### src/core/pin_mux_consts.svh
// Constants for the boot-mode strap capture and pin-function multiplexer.
// Assumes inclusion by bare name from the package and the design module.
`ifndef PIN_MUX_CONSTS_SVH
`define PIN_MUX_CONSTS_SVH

// Avalon byte addresses of the word registers.
`define ADDR_W          4
`define OFS_CTRL        4'h0
`define OFS_PINS        4'h4
`define OFS_IRQ_STATUS  4'h8
`define OFS_IRQ_MASK    4'hC

// Control register fields.
`define CTRL_SDIR_LO    0
`define CTRL_SDIR_HI    3
`define CTRL_IDIR_LO    4
`define CTRL_IDIR_HI    7
`define CTRL_SOUT_LO    8
`define CTRL_SOUT_HI    11
`define CTRL_IOUT_LO    12
`define CTRL_IOUT_HI    15
`define CTRL_SER_ALT    16
`define CTRL_CFG_EDGE   17
`define CTRL_SIRQ0_EDGE 18
`define CTRL_SIRQ1_EDGE 19
`define CTRL_SER_FOUT   20
`define CTRL_W          21
`define CTRL_RESET      21'h000000

// Pin status register fields.
`define PINS_STRAP_LO   0
`define PINS_STRAP_HI   3
`define PINS_IRQF_LO    4
`define PINS_IRQF_HI    7
`define PINS_SER_FIN    8
`define PINS_CAP_LO     9
`define PINS_CAP_HI     12
`define PINS_HOST       13
`define PINS_W          14

// Interrupt event bit positions, shared by status and mask.
`define EV_CFG          0
`define EV_LVL1         1
`define EV_LVL0         2
`define EV_EDGE         3
`define EV_SIRQ1        4
`define EV_SIRQ0        5
`define EV_W            6
`define EV_RESET        6'h00

// Pin positions inside the interrupt/flag group and the strap group.
`define IRQF_EDGE       0
`define IRQF_LVL0       1
`define IRQF_LVL1       2
`define IRQF_CFG        3
`define STRAP_MEM_MODE  2

`define DATA_W          24
`define ADDR_OUT_W      14
`define BYTE_HI_W       8
`define HOST_LOW_W      8

`endif

### src/core/pin_mux_pkg.sv
// Types shared by the pin-function multiplexer and its surroundings.
// Assumes the constants header is on the include path.
`include "pin_mux_consts.svh"

package pin_mux_pkg;

  // Memory-interface mode, one-hot.
  typedef enum logic [1:0] {
    MODE_FULL = 2'b01,
    MODE_HOST = 2'b10
  } mem_mode_e;

  // External memory request from the processor core.
  typedef struct packed {
    logic [`ADDR_OUT_W-1:0] addr;
    logic [`DATA_W-1:0]     data;
    logic                   drive;
    logic                   byteAccess;
    logic [`BYTE_HI_W-1:0]  byteAddrHigh;
  } mem_req_s;

  // Serial port pins that have an alternate function.
  typedef struct packed {
    logic rxData;
    logic rxFrame;
    logic txFrame;
  } serial_pins_s;

endpackage

### src/core/boot_mode_pin_function_mux.sv
// Strap capture, flag pins, interrupt pins and memory-interface muxing.
// Assumes pins are synchronous to clk and the bench resolves two-way wires
// from the active-low output enables.
// Behaviour
// - Sample mode straps only during reset.
// - After reset straps become programmable flags.
// - Memory-mode strap picks full or host.
// - Full mode drives 14 address, 24 data.
// - Shared pins are interrupt and flag together.
// - Unmasked asserted shared pin raises its interrupt.
// - Edge or level interrupt sensitivity: fixed per pin, selectable on the configurable and serial lines.
// - Serial port pins switch to interrupts, flags.
// - Bus mode fixed; serial mux runtime.
//
// The register addresses and the Avalon-MM interface to the registers were left to the implementer.
`timescale 1ns/1ns
`include "pin_mux_consts.svh"

module boot_mode_pin_function_mux (
  input  wire logic                         clk,
  input  wire logic                         reset,
  input  wire logic [`ADDR_W-1:0]           address,
  input  wire logic                         read,
  input  wire logic                         write,
  input  wire logic [31:0]                  writedata,
  output logic      [31:0]                  readdata,
  output logic                              waitrequest,
  output logic                              irq,
  input  wire logic [3:0]                   strapSharedFlagsIn,
  output logic      [3:0]                   strapSharedFlagsOut,
  output logic      [3:0]                   strapSharedFlagsOen,
  input  wire logic [3:0]                   irqSharedFlagsIn,
  output logic      [3:0]                   irqSharedFlagsOut,
  output logic      [3:0]                   irqSharedFlagsOen,
  output logic      [`EV_W-1:0]             vectorRequest,
  input  wire pin_mux_pkg::serial_pins_s    serialPinsIn,
  output logic                              serialTxPin,
  input  wire logic                         coreTxData,
  output pin_mux_pkg::serial_pins_s         coreSerialIn,
  output logic                              hostMode,
  input  wire pin_mux_pkg::mem_req_s        memRequest,
  output logic      [`ADDR_OUT_W-1:0]       externalAddressOut,
  output logic      [`DATA_W-1:0]           externalDataOut,
  output logic      [`DATA_W-1:0]           externalDataOen,
  input  wire logic [`DATA_W-1:0]           externalDataIn,
  output logic      [`DATA_W-1:0]           coreDataIn
);
  import pin_mux_pkg::*;

  logic [`CTRL_W-1:0]     ctrlReg;
  logic [`CTRL_W-1:0]     ctrlNext;
  logic [`EV_W-1:0]       statusReg;
  logic [`EV_W-1:0]       statusNext;
  logic [`EV_W-1:0]       maskReg;
  logic [`EV_W-1:0]       maskNext;
  logic [3:0]             strapCaptureReg;
  mem_mode_e              memModeReg;
  logic                   hostModeReg;
  logic                   waitReg;
  logic [31:0]            readdataReg;
  logic [31:0]            readdataNext;
  logic [3:0]             irqPinPrevReg;
  serial_pins_s           serialPrevReg;
  logic                   irqReg;
  logic [`EV_W-1:0]       vectorReg;
  logic [3:0]             strapOutReg;
  logic [3:0]             strapOenReg;
  logic [3:0]             irqFlagOutReg;
  logic [3:0]             irqFlagOenReg;
  logic                   serialTxReg;
  serial_pins_s           coreSerialReg;
  logic [`ADDR_OUT_W-1:0] addrOutReg;
  logic [`DATA_W-1:0]     dataOutReg;
  logic [`DATA_W-1:0]     dataOenReg;
  logic [`DATA_W-1:0]     coreDataReg;

  // Bus decode. A request is answered at its second edge.
  wire                    busReq     = read | write;
  wire                    accept     = busReq & ~waitReg;
  wire                    wrAccept   = accept & write;
  wire                    hitCtrl    = address == `OFS_CTRL;
  wire                    hitPins    = address == `OFS_PINS;
  wire                    hitStatus  = address == `OFS_IRQ_STATUS;
  wire                    hitMask    = address == `OFS_IRQ_MASK;
  wire                    waitNext   = ~(busReq & waitReg);
  wire                    readLoad   = busReq & waitReg & read;

  wire                    serialAlt  = ctrlReg[`CTRL_SER_ALT];
  wire                    isFull     = memModeReg == MODE_FULL;

  wire [3:0]              strapDir   = ctrlReg[`CTRL_SDIR_HI:`CTRL_SDIR_LO];
  wire [3:0]              irqDir     = ctrlReg[`CTRL_IDIR_HI:`CTRL_IDIR_LO];
  wire [3:0]              strapVal   = ctrlReg[`CTRL_SOUT_HI:`CTRL_SOUT_LO];
  wire [3:0]              irqVal     = ctrlReg[`CTRL_IOUT_HI:`CTRL_IOUT_LO];

  // interrupt detection reads the pin whether a flag drives it or not.
  wire [3:0]              irqLow     = ~irqSharedFlagsIn;
  wire [3:0]              irqFall    = irqPinPrevReg & ~irqSharedFlagsIn;
  wire                    rfsFall    = serialPrevReg.rxFrame &
                                       ~serialPinsIn.rxFrame;
  wire                    tfsFall    = serialPrevReg.txFrame &
                                       ~serialPinsIn.txFrame;

  // configurable line picks edge or level; the fixed ones do not.
  wire                    evCfg      = ctrlReg[`CTRL_CFG_EDGE] ?
                                       irqFall[`IRQF_CFG] :
                                       irqLow[`IRQF_CFG];
  wire                    evSirq0    = ctrlReg[`CTRL_SIRQ0_EDGE] ?
                                       rfsFall : ~serialPinsIn.rxFrame;
  wire                    evSirq1    = ctrlReg[`CTRL_SIRQ1_EDGE] ?
                                       tfsFall : ~serialPinsIn.txFrame;

  // the serial interrupts exist only in the alternate configuration.
  wire [`EV_W-1:0]        events     = {serialAlt & evSirq0,
                                        serialAlt & evSirq1,
                                        irqFall[`IRQF_EDGE],
                                        irqLow[`IRQF_LVL0],
                                        irqLow[`IRQF_LVL1],
                                        evCfg};

  wire [`EV_W-1:0]        clearBits  = (wrAccept & hitStatus) ?
                                       writedata[`EV_W-1:0] : `EV_RESET;
  wire [`EV_W-1:0]        pendingNow = statusReg & maskReg;

  wire [`PINS_W-1:0]      pinsView   = {~isFull,
                                        strapCaptureReg,
                                        serialPinsIn.rxData,
                                        irqSharedFlagsIn,
                                        strapSharedFlagsIn};

  // on byte accesses the top data byte carries the byte-memory address.
  wire [`DATA_W-1:0]      fullData   = memRequest.byteAccess ?
                                       {memRequest.byteAddrHigh,
                                        memRequest.data[`DATA_W-
                                        `BYTE_HI_W-1:0]} :
                                       memRequest.data;
  // host mode leaves only the lowest address line for decoding.
  wire [`ADDR_OUT_W-1:0]  hostAddr   = {{(`ADDR_OUT_W-1){1'b0}},
                                        memRequest.addr[0]};
  wire [`DATA_W-1:0]      hostData   = {fullData[`DATA_W-1:`HOST_LOW_W],
                                        {`HOST_LOW_W{1'b0}}};
  wire [`DATA_W-1:0]      fullOen    = {`DATA_W{~memRequest.drive}};
  wire [`DATA_W-1:0]      hostOen    = {{(`DATA_W-`HOST_LOW_W){
                                        ~memRequest.drive}},
                                        {`HOST_LOW_W{1'b1}}};
  wire [`DATA_W-1:0]      hostIn     = {externalDataIn[`DATA_W-1:
                                        `HOST_LOW_W],
                                        {`HOST_LOW_W{1'b0}}};

  // Register writes. Set wins over a simultaneous write-one clear.
  always_comb begin
    ctrlNext   = ctrlReg;
    maskNext   = maskReg;
    statusNext = (statusReg & ~clearBits) | events;
    if (wrAccept && hitCtrl) begin
      ctrlNext = writedata[`CTRL_W-1:0];
    end
    if (wrAccept && hitMask) begin
      maskNext = writedata[`EV_W-1:0];
    end
  end

  // Read mux. Unmapped addresses read as zero and accept writes silently.
  always_comb begin
    readdataNext = 32'h00000000;
    if (hitCtrl) begin
      readdataNext[`CTRL_W-1:0] = ctrlReg;
    end else if (hitPins) begin
      readdataNext[`PINS_W-1:0] = pinsView;
    end else if (hitStatus) begin
      readdataNext[`EV_W-1:0] = statusReg;
    end else if (hitMask) begin
      readdataNext[`EV_W-1:0] = maskReg;
    end
  end

  // The wait cycle lets read data settle before the master takes it.
  always_ff @(posedge clk) begin
    if (reset) begin
      waitReg <= 1'b1;
    end else begin
      waitReg <= waitNext;
    end
  end

  always_ff @(posedge clk) begin
    if (reset) begin
      readdataReg <= 32'h00000000;
    end else if (readLoad) begin
      readdataReg <= readdataNext;
    end else begin
      readdataReg <= readdataReg;
    end
  end

  // serial mux and flags follow software at any time.
  always_ff @(posedge clk) begin
    if (reset) begin
      ctrlReg <= `CTRL_RESET;
    end else begin
      ctrlReg <= ctrlNext;
    end
  end

  always_ff @(posedge clk) begin
    if (reset) begin
      maskReg <= `EV_RESET;
    end else begin
      maskReg <= maskNext;
    end
  end

  // Status is sticky, so a level pin held low sets its bit again.
  always_ff @(posedge clk) begin
    if (reset) begin
      statusReg <= `EV_RESET;
    end else begin
      statusReg <= statusNext;
    end
  end

  // straps are looked at only while reset is high.
  // the last reset cycle's sample is what stays after release.
  always_ff @(posedge clk) begin
    if (reset) begin
      strapCaptureReg <= strapSharedFlagsIn;
    end else begin
      strapCaptureReg <= strapCaptureReg;
    end
  end

  // mode follows the memory-mode strap and freezes after reset.
  // bus pin function cannot change while running.
  always_ff @(posedge clk) begin
    if (reset) begin
      memModeReg  <= strapSharedFlagsIn[`STRAP_MEM_MODE] ? MODE_HOST :
                     MODE_FULL;
      hostModeReg <= strapSharedFlagsIn[`STRAP_MEM_MODE];
    end else begin
      memModeReg  <= memModeReg;
      hostModeReg <= hostModeReg;
    end
  end

  // Previous pin levels for falling-edge detection. They reset to the idle
  // high level, so no false edge follows reset.
  always_ff @(posedge clk) begin
    if (reset) begin
      irqPinPrevReg <= 4'hF;
    end else begin
      irqPinPrevReg <= irqSharedFlagsIn;
    end
  end

  always_ff @(posedge clk) begin
    if (reset) begin
      serialPrevReg <= '1;
    end else begin
      serialPrevReg <= serialPinsIn;
    end
  end

  // unmasked pending events request their vector.
  always_ff @(posedge clk) begin
    if (reset) begin
      vectorReg <= `EV_RESET;
    end else begin
      vectorReg <= pendingNow;
    end
  end

  always_ff @(posedge clk) begin
    if (reset) begin
      irqReg <= 1'b0;
    end else begin
      irqReg <= |pendingNow;
    end
  end

  // flag drivers stay off in reset, so straps are never fought.
  always_ff @(posedge clk) begin
    if (reset) begin
      strapOutReg <= 4'h0;
      strapOenReg <= 4'hF;
    end else begin
      strapOutReg <= strapVal;
      strapOenReg <= ~strapDir;
    end
  end

  always_ff @(posedge clk) begin
    if (reset) begin
      irqFlagOutReg <= 4'h0;
      irqFlagOenReg <= 4'hF;
    end else begin
      irqFlagOutReg <= irqVal;
      irqFlagOenReg <= ~irqDir;
    end
  end

  // in the alternate set the data pins become flag in and flag out.
  always_ff @(posedge clk) begin
    if (reset) begin
      serialTxReg <= 1'b0;
    end else begin
      serialTxReg <= serialAlt ? ctrlReg[`CTRL_SER_FOUT] : coreTxData;
    end
  end

  always_ff @(posedge clk) begin
    if (reset) begin
      coreSerialReg <= '0;
    end else begin
      coreSerialReg <= serialAlt ? '0 : serialPinsIn;
    end
  end

  // full mode drives all address lines and the whole data bus.
  // host mode keeps only the low address and upper data lines.
  always_ff @(posedge clk) begin
    if (reset) begin
      addrOutReg <= {`ADDR_OUT_W{1'b0}};
      dataOutReg <= {`DATA_W{1'b0}};
    end else begin
      addrOutReg <= isFull ? memRequest.addr : hostAddr;
      dataOutReg <= isFull ? fullData : hostData;
    end
  end

  always_ff @(posedge clk) begin
    if (reset) begin
      dataOenReg  <= {`DATA_W{1'b1}};
      coreDataReg <= {`DATA_W{1'b0}};
    end else begin
      dataOenReg  <= isFull ? fullOen : hostOen;
      coreDataReg <= isFull ? externalDataIn : hostIn;
    end
  end

  assign readdata            = readdataReg;
  assign waitrequest         = waitReg;
  assign irq                 = irqReg;
  assign vectorRequest       = vectorReg;
  assign strapSharedFlagsOut = strapOutReg;
  assign strapSharedFlagsOen = strapOenReg;
  assign irqSharedFlagsOut   = irqFlagOutReg;
  assign irqSharedFlagsOen   = irqFlagOenReg;
  assign serialTxPin         = serialTxReg;
  assign coreSerialIn        = coreSerialReg;
  assign hostMode            = hostModeReg;
  assign externalAddressOut  = addrOutReg;
  assign externalDataOut     = dataOutReg;
  assign externalDataOen     = dataOenReg;
  assign coreDataIn          = coreDataReg;

endmodule // boot_mode_pin_function_mux

### config.mk
export PLATFORM = sky130hd
export DESIGN_NAME = boot_mode_pin_function_mux
export DESIGN_NICKNAME = d
export VERILOG_FILES = /design/src/core/pin_mux_pkg.sv /design/src/core/boot_mode_pin_function_mux.sv
export VERILOG_INCLUDE_DIRS = /design/src /design/src/core
export SDC_FILE = /design/constraint.sdc
export NUM_CORES = 1
export LEC_CHECK = 0
export ABC_AREA = 1
export BUFFER_PORTS_ARGS = -buffer_cell sky130_fd_sc_hd__buf_2
export CELL_PAD_IN_SITES_DETAIL_PLACEMENT = 1
export CELL_PAD_IN_SITES_GLOBAL_PLACEMENT = 1
export CORE_UTILIZATION = 31
export DETAILED_ROUTE_END_ITERATION = 10
export GPL_TIMING_DRIVEN = 1
export HOLD_SLACK_MARGIN = 0.06
export PLACE_DENSITY = 0.84
export SLEW_MARGIN = 10
export SYNTH_ARGS = -nofsm -noshare
export SYNTH_HDL_FRONTEND = slang
export SYNTH_SLANG_ARGS = --single-unit
### constraint.sdc
create_clock -name clk -period 1.6 [get_ports clk]
set_input_delay 0.08 -clock clk [delete_from_list [all_inputs] [get_ports clk]]
set_output_delay 0.08 -clock clk [all_outputs]
set_load 0.05 [all_outputs]
==> results of run 1 <==
## Yosys cell counts (9+ instances only)
library cell and number:
dfxtp_1 150, nor2_1 119, nand2_1 99, inv_1 88, a21oi_1 49, buf_4 35
nand3_1 28, o21ai_1 20, o21ai_0 14, buf_2 11, clkbuf_1 9
## flip-flops by register name (all words and copies together), names as in the netlist, 4 cells and up
signal,flops
strapCaptureReg,4
vectorRequest,6
statusReg,6
externalAddressOut,14
externalDataOut,24
coreDataIn,24
readdata,21
strapSharedFlagsOut,4
ctrlReg,21
irqSharedFlagsOut,4
irqSharedFlagsOen,4
maskReg,6
strapSharedFlagsOen,4
## cells by family after synthesis
kind of cell           share of synthesized area [%]
DFF                                             58.9
and+or+nand+nor                                 19.7
buffers and inverters                           13.3
other                                         0.0700
AOI/OAI and AO/OA                               8.04
## final timing paths
| kind | slack (ps) | end | cells past startpoint |
|---|---|---|---|
| max | 160 | readdata[3] | 11 |
| min | 110 | readdata[4] | 6 |
| max reg2reg | 220 | readdata[3] | 7 |
| min reg2reg | 410 | irqSharedFlagsOen[2] | 1 |
## power breakdown
| part | internal, mW | leakage [nW] | switching [mW] |
|---|---|---|---|
| combinational | 0.434 | 2.64 | 0.841 |
| clock | 2.42 | 0.291 | 1.74 |
| sequential | 4.00 | 1.27 | 0.0551 |
## routing by layer
layer,up-vias,global-route usage (%),wire (um)
met5,-,0,0
met4,0,6.94,301
met3,28,5.40,1200
met2,195,42.6,10300
met1,2552,22.4,7280
li1,2621,-,-
## cell type report
type	count	area [um^2]
Fill cell	2066	8350
Sequential cell	155	3150
Timing Repair Buffer	366	2430
Multi-Input combinational cell	355	1530
Clock buffer	19	453
Inverter	93	349
Tap cell	220	275
Clock inverter	13	154
Antenna cell	1	2.50
## worst min-delay path, stage by stage
cell     delay (ps)
buf_2           100
nor2_4           40
nand3_1          70
nand3_1          70
nor2_1           80
nor2_1           40
## metrics by stage
| step | instance area (um^2) | power (mW) |
|---|---|---|
| 5_1_grt | 8350 | 9.83 |
| 3_5_place_dp | 6660 | 5.18 |
| 6_report | 8350 | 9.49 |
| 3_3_place_gp | 6660 | 5.15 |
| 2_1_floorplan | 5390 | 4.87 |
| 4_1_cts | 8350 | 9.55 |
==> summary.txt, run 1 <==
status: finished, final reports clean
CP Cell Sequence: dlygate4sd3_1, buf_2, inv_1, nand2_1, nand3_2, buf_4, nor2_1, nand2_1, nand2_1, nor2_1, nor2_1
syn_area_per_cell: 8.23 um^2
Post-Place Cells: 1081
RSZ-0062 raised after global routing: no
Largest delay share family, worst path: buffers and inverters
Final Hold Vio Count: 0
fin crit period: 1440 ps
Worst Path Max Fanout: 23
min-delay src: address[0]
Worst EP arrival: 1730 ps
hpwl dp: 11500 um
Setup WS post-layout: 160 ps
Crit path largest cell delay: 540 ps
vias in the first global route: 5938
Die Y: 133 um
hold_ws: 110 ps
global placement routability congestion: 0.783
slowest CP cell: dlygate4sd3_1
Slew Viols, Final: 0
CTS Buf Count: 17
DRT iter0 DRCs: 183
Max Cap Viol: 0
GRT Total Usage: 21.8%
Synth warnings: 0
dpl ws: 222 ps
Reg clk slew, reported paths: 70 ps
CTS Hold Buffers Added: 108
die area: 17800 um^2
area leader, netlist: dfxtp_1
CTS tree: yes
WL/cell: 15.6 um
register bit total from synthesis: 155
Setup crit end kind: flop
top cell type's share of synthesized area: 56.1%
post-synthesis instance total: 651
Async SR Flop Fraction: 0%
largest net degree at the start of global routing: 75
most common cell after layout, fill and taps aside: buf_2
Layout area overhead: 55.9%
Max rail drop VDD: 777 uV
io pins: 271
drt total wl: 19100 um
Required @ worst endpoint: 1890 ps
Worst Path Buf+Inv: 4
predominant post-synthesis flop cell: dfxtp_1
Post-CTS Resized: 0
post-synthesis cell area: 5360 um^2
Initial Utilization: 32.1%
first-pass GRT wire length: 30200 um
H-tree level count: 4
leading cell types in the layout, fill and taps excluded: 248 x buf_2, 150 x dfxtp_1, 119 x nor2_1
Antenna Nets Post-Route: 0
Die Width: 133 um
Setup crit start: write
Final Non-Filler Cells: 1222
Final setup viols: 0
number of port buffers: 248
Critical Path Start Type: input port
layout cells sized above 1: 30.5%
Core ar.: 16700 um^2
Max clock buf depth: 2
R2R Path Start: waitrequest
Unique masters post-synth: 23
EDFF count, synth: 5
setup bufs post-CTS: 0
Seq/Total Area, Yosys: 58.9%
# rows: 47
leakage: 4.21 nW
Clock Skews: 10.4 ps
Max Freq: 694 MHz
layout net count: 1112
Crit Path Category: input port to flop
Synth area leaders: dfxtp_1 56%, nor2_1 8.3%, nand2_1 6.9%
vias post-DR: 5396
DRC viols: 0
CTS Sinks: 155
initial antenna violation count: 1
Via-to-Cell Ratio: 4.42
drt pass-1 iters: 4
final worst path period share: 90.0%
power density cells: 1140 nW/um^2
worst-skew pair later-pin latency: 420 ps
final setup TNS: 0 ps
final core occ: 50.0%
GRT overflow: 0
Clock Tree Root: clkbuf_16
Hold Path Class: input port to flop
Note: power is estimated with default switching activity, not from simulation.
==> run 2, diff against run 1 <==
Settings changed: ABC_AREA 1 to 0, CORE_UTILIZATION 31 to 33, PLACE_DENSITY 0.84 to 0.85, RECOVER_POWER from default to 100.
Clock period 1.6 ns to 1.41 ns, I/O delays scaled along.
==> summary.txt, run 2 <==
status: finished, final reports clean
Commonest cells post-synth: 150 x dfxtp_1, 39 x a21oi_1, 39 x nor2b_1, 34 x buf_4, 33 x and2_1
Max clock buf depth: 2
area leader, netlist: dfxtp_1
global placement routability congestion: 0.776
Final setup viols: 0
die area: 17000 um^2
CTS Buf Count: 17
XOR/XNOR share of the synthesized area: 0%
leakage: 3.71 nW
most common cell after layout, fill and taps aside: dfxtp_1
vias in the first global route: 5513
final worst path period share: 95.1%
Hold Path Class: input port to flop
Die Width: 130 um
Initial Utilization: 34.0%
Power Total: 11.2 mW
dpl ws: 69.6 ps
drt pass-1 iters: 5
Synth area leaders: dfxtp_1 55%, buf_4 4.7%, nor2b_1 4.5%
Max Freq: 746 MHz
Slew Viols, Final: 0
Reg area: 3160 um^2
post-synthesis mux area share: 2.49%
Antenna Nets Post-Route: 0
Core ar.: 15900 um^2
compound-cell area share of the yosys netlist: 13.4%
leading cell types in the layout, fill and taps excluded: 148 x dfxtp_1, 122 x clkbuf_2, 108 x dlygate4sd3_1
Synth warnings: 0
power density cells: 1320 nW/um^2
top cell type's share of synthesized area: 55.4%
Final Non-Filler Cells: 1110
EDFF count, synth: 5
WL/cell: 18.7 um
Clock Tree Root: clkbuf_16
Slew Limit Headroom: 59.1%
final core occ: 53.2%
initial antenna violation count: 2
Layout area overhead: 56.3%
placed cell area: 6830 um^2
DRC viols: 0
most common cell in the netlist: dfxtp_1
area share of fa/ha/maj cells after synthesis: 0%
largest net degree at the start of global routing: 47
layout net count: 1003
Via-to-Cell Ratio: 4.75
layout cells sized above 1: 33.9%
Setup crit start: waitrequest
min-delay src: address[3]
DRT iter0 DRCs: 235
Worst Path Max Fanout: 9
Max rail drop VDD: 837 uV
Die Y: 130 um
Worst EP arrival: 1640 ps
Reg clk slew, reported paths: 70 ps
Required @ worst endpoint: 1710 ps
RSZ-0062 raised after global routing: no
Seq/Total Area, Yosys: 58.1%
Unique masters post-synth: 45
register bit total from synthesis: 155
Crit Path Category: flop to flop
R2R Path Start: waitrequest
R2R Setup Slk: 70 ps
Max Cap Viol: 0
# rows: 46
io pins: 271
Clock Skews: 11.0 ps
number of port buffers: 248
Async SR Flop Fraction: 0%
CTS tree: yes
vias post-DR: 5271
post-synthesis cell area: 5430 um^2
GRT overflow: 0
Setup WS post-layout: 69.7 ps
GRT Total Usage: 24.5%
Setup crit end kind: flop
syn_area_per_cell: 10.1 um^2
Critical Path Start Type: flop
fin crit period: 1340 ps
H-tree level count: 4
Final Hold Vio Count: 0
first-pass GRT wire length: 30300 um
post-synthesis instance total: 537
hold_ws: 107 ps
Worst-Margin Slew: 613 ps
final instance area: 8480 um^2
simple-gate area share of the yosys netlist: 17.3%
CTS Sinks: 155
final setup TNS: 0 ps
area occupied by multi-input gates: 1860 um^2
predominant post-synthesis flop cell: dfxtp_1
hpwl dp: 12600 um
largest family of logic cells by synthesized area: simple AND/OR/NAND/NOR gates
Post-Place Cells: 968
drt total wl: 20800 um
Filler cells: 1849
worst-skew pair later-pin latency: 430 ps
==> run 2: changes by cell type after synthesis, moves of 6 or more <==
cell,previous run,this run
and2_1,0,33
inv_1,88,12
clkbuf_1,9,22
nand2_1,99,19
nand2b_1,0,6
a221oi_1,0,8
mux2i_1,0,9
nor2b_1,0,39
a22oi_1,0,6
nor2_1,119,23
a311oi_1,0,6
a21oi_1,49,39
==> run 2: where the power goes <==
| group | switching (mW) | internal (mW) |
|---|---|---|
| Sequential | 0.0735 | 4.55 |
| Combinational | 1.06 | 0.556 |
| Clock | 1.92 | 3.02 |
| Total | 3.05 | 8.13 |
==> run 2: worst max-delay path, stage by stage, from the launching register on <==
cell and delay [ps]:
dfxtp_4 380, nand2b_1 170, clkbuf_2 210, nor3_2 130, clkbuf_2 200, o21ai_0 120
==> run 2: final cells by class <==
type / instances / area share [%]
Tap cell: 216 / 3.19
Multi-Input combinational cell: 309 / 21.9
Clock inverter: 14 / 2.27
Inverter: 12 / 0.531
Clock buffer: 18 / 5.18
Sequential cell: 155 / 37.3
Antenna cell: 2 / 0.0590
Timing Repair Buffer: 384 / 29.6
==> run 2: path summary, 6_finish.rpt <==
| kind | endpoint | cells after the start |
|---|---|---|
| max reg2reg | statusReg[5] | 5 |
| min reg2reg | irqSharedFlagsOen[2] | 1 |
| max | statusReg[5] | 5 |
| min | readdata[1] | 3 |
==> run 2: cells by family (layout without fill, tap and decap cells) <==
kind of cell | count (synthesis) | after routing
AOI/OAI and AO/OA | 118 | 118
buffers and inverters | 83 | 428
DFF | 155 | 155
muxes | 13 | 13
other | 1 | 13
and+or+nand+nor | 167 | 167
==> run 2: what timing repair did <==
action	CTS	global route
hold buffers	108	0
setup endpoints to repair	16	7
endpoints found under the hold margin	119	0
resized for setup	1	1
buffers inserted	0	0
==> run 2: metal layers <==
layer / track usage (%) / vias to the layer above / share of wire, %
li1: - / 2479 / -
met1: 25.9 / 2553 / 37
met2: 45.3 / 192 / 54
met3: 5.21 / 47 / 4.7
met4: 13.2 / 0 / 3.5
met5: 0 / - / 0
==> run 3, diff against run 2 <==
Settings changed: PLACE_DENSITY 0.85 to 0.86.
==> summary.txt, run 3 (synthesis results as in run 2) <==
Internal Power: 8.15 mW
final instance area: 8540 um^2
final worst path period share: 94.1%
Initial Utilization: 34.0%
vias in the first global route: 5413
Slew Viols, Final: 0
largest net degree at the start of global routing: 41
H-tree level count: 4
Worst-Margin Slew: 859 ps
drt pass-1 iters: 4
most common cell after layout, fill and taps aside: dfxtp_1
GRT Total Usage: 24.1%
Routed met1 length: 8170 um
Required @ worst endpoint: 1750 ps
Die Y: 130 um
Worst Path Max Fanout: 29
Sw Share: 27.1%
CTS Sinks: 155
Clock Tree Root: clkbuf_16
layout cells sized above 1: 32.4%
final setup TNS: 0 ps
DRC viols: 0
worst-skew pair later-pin latency: 410 ps
Critical Path Start Type: flop
Slew Limit Headroom: 42.7%
Worst EP arrival: 1670 ps
Logic pwr share: 14.6%
final core occ: 53.5%
Core ar.: 15900 um^2
WL met3: 827 um
power density cells: 1310 nW/um^2
RSZ-0062 raised after global routing: no
Hold Path Class: input port to flop
Flop pwr share: 41.4%
Antenna Nets Post-Route: 0
leading cell types in the layout, fill and taps excluded: 148 x dfxtp_1, 115 x dlygate4sd3_1, 110 x buf_2
max layer used: met4
global placement routability congestion: 0.781
DRT iter0 DRCs: 207
Final setup viols: 0
Max clock buf depth: 2
status: finished, final reports clean
io pins: 271
initial antenna violation count: 1
number of port buffers: 248
# rows: 46
Max Cap Viol: 0
Final Hold Vio Count: 0
GRT overflow: 0
Setup crit end kind: flop
Clock Skews: 6.19 ps
CTS tree: yes
Reg clk slew, reported paths: 70 ps
drt total wl: 20500 um
die area: 17000 um^2
first-pass GRT wire length: 30200 um
Crit Path Category: flop to flop
Max rail drop VDD: 852 uV
CTS Buf Count: 17
P_sw: 3.02 mW
hpwl dp: 12600 um
vias post-DR: 5257
Max Freq: 754 MHz
layout net count: 1011
clock power share: 44.0%
fin crit period: 1330 ps
WL/cell: 18.3 um
Via-to-Cell Ratio: 4.71
placed cell area: 6840 um^2
leakage: 3.71 nW
Die Width: 130 um
wire length on met2: 10700 um
Layout area overhead: 57.3%
==> run 3: layout make-up <==
type	instances	area, um^2
tap	216	270
timing repair buffer	392	2570
fill	1855	7410
clock inverter	13	193
inverter	12	45.0
antenna	1	2.50
clock buffer	19	443
multi-input combinational	309	1860
sequential	155	3160
==> run 3: timing repair <==
action,4_1_cts,5_1_grt
gates resized for setup,1,1
setup endpoints to repair,16,4
endpoints found under the hold margin,119,0
hold buffers,115,0
buffers inserted,0,0
==> run 3: path summary, 6_finish.rpt <==
kind	endpoint	depth (start not counted)	from	slack (ps)
setup / recovery	coreDataIn[0]	4	strapCaptureReg[2]	80
setup reg to reg	coreDataIn[0]	4	strapCaptureReg[2]	80
hold / removal	readdata[1]	3	address[3]	110
hold reg to reg	irqSharedFlagsOen[3]	1	ctrlReg[7]	400
==> run 3: worst max-delay path, stage by stage (launching register included) <==
cell,delay [ps]
edfxtp_1,430
nand2b_1,220
nor2_1,210
buf_12,200
and2_0,200
==> run 3: per-layer routing <==
metal,global-route usage (%),up-vias
met4,12.7,0
met3,4.63,50
li1,-,2489
met1,27.4,2526
met5,0,-
met2,42.6,192
==> run 3: power groups by stage <==
stage | clock network [mW] | registers [mW] | logic (mW)
final | 4.91 | 4.63 | 1.63
after CTS | 4.98 | 4.62 | 1.63
after global placement | 0 | 4.70 | 1.34
after global routing | 5.20 | 4.64 | 1.72
after detailed placement | 0 | 4.71 | 1.36
after floorplan | 0 | 5.13 | 0.525
==> run 3: metrics by stage <==
step                cells  worst slack (ps)  hold WS (ps)  power [mW]
floorplan             547             -7.47           145        5.66
global placement      969              83.6           256        6.05
detailed placement    969              32.3           251        6.07
CTS                  1116              63.7          86.5        11.2
global route         1117              21.8           121        11.6
finish               1117              83.4           107        11.2
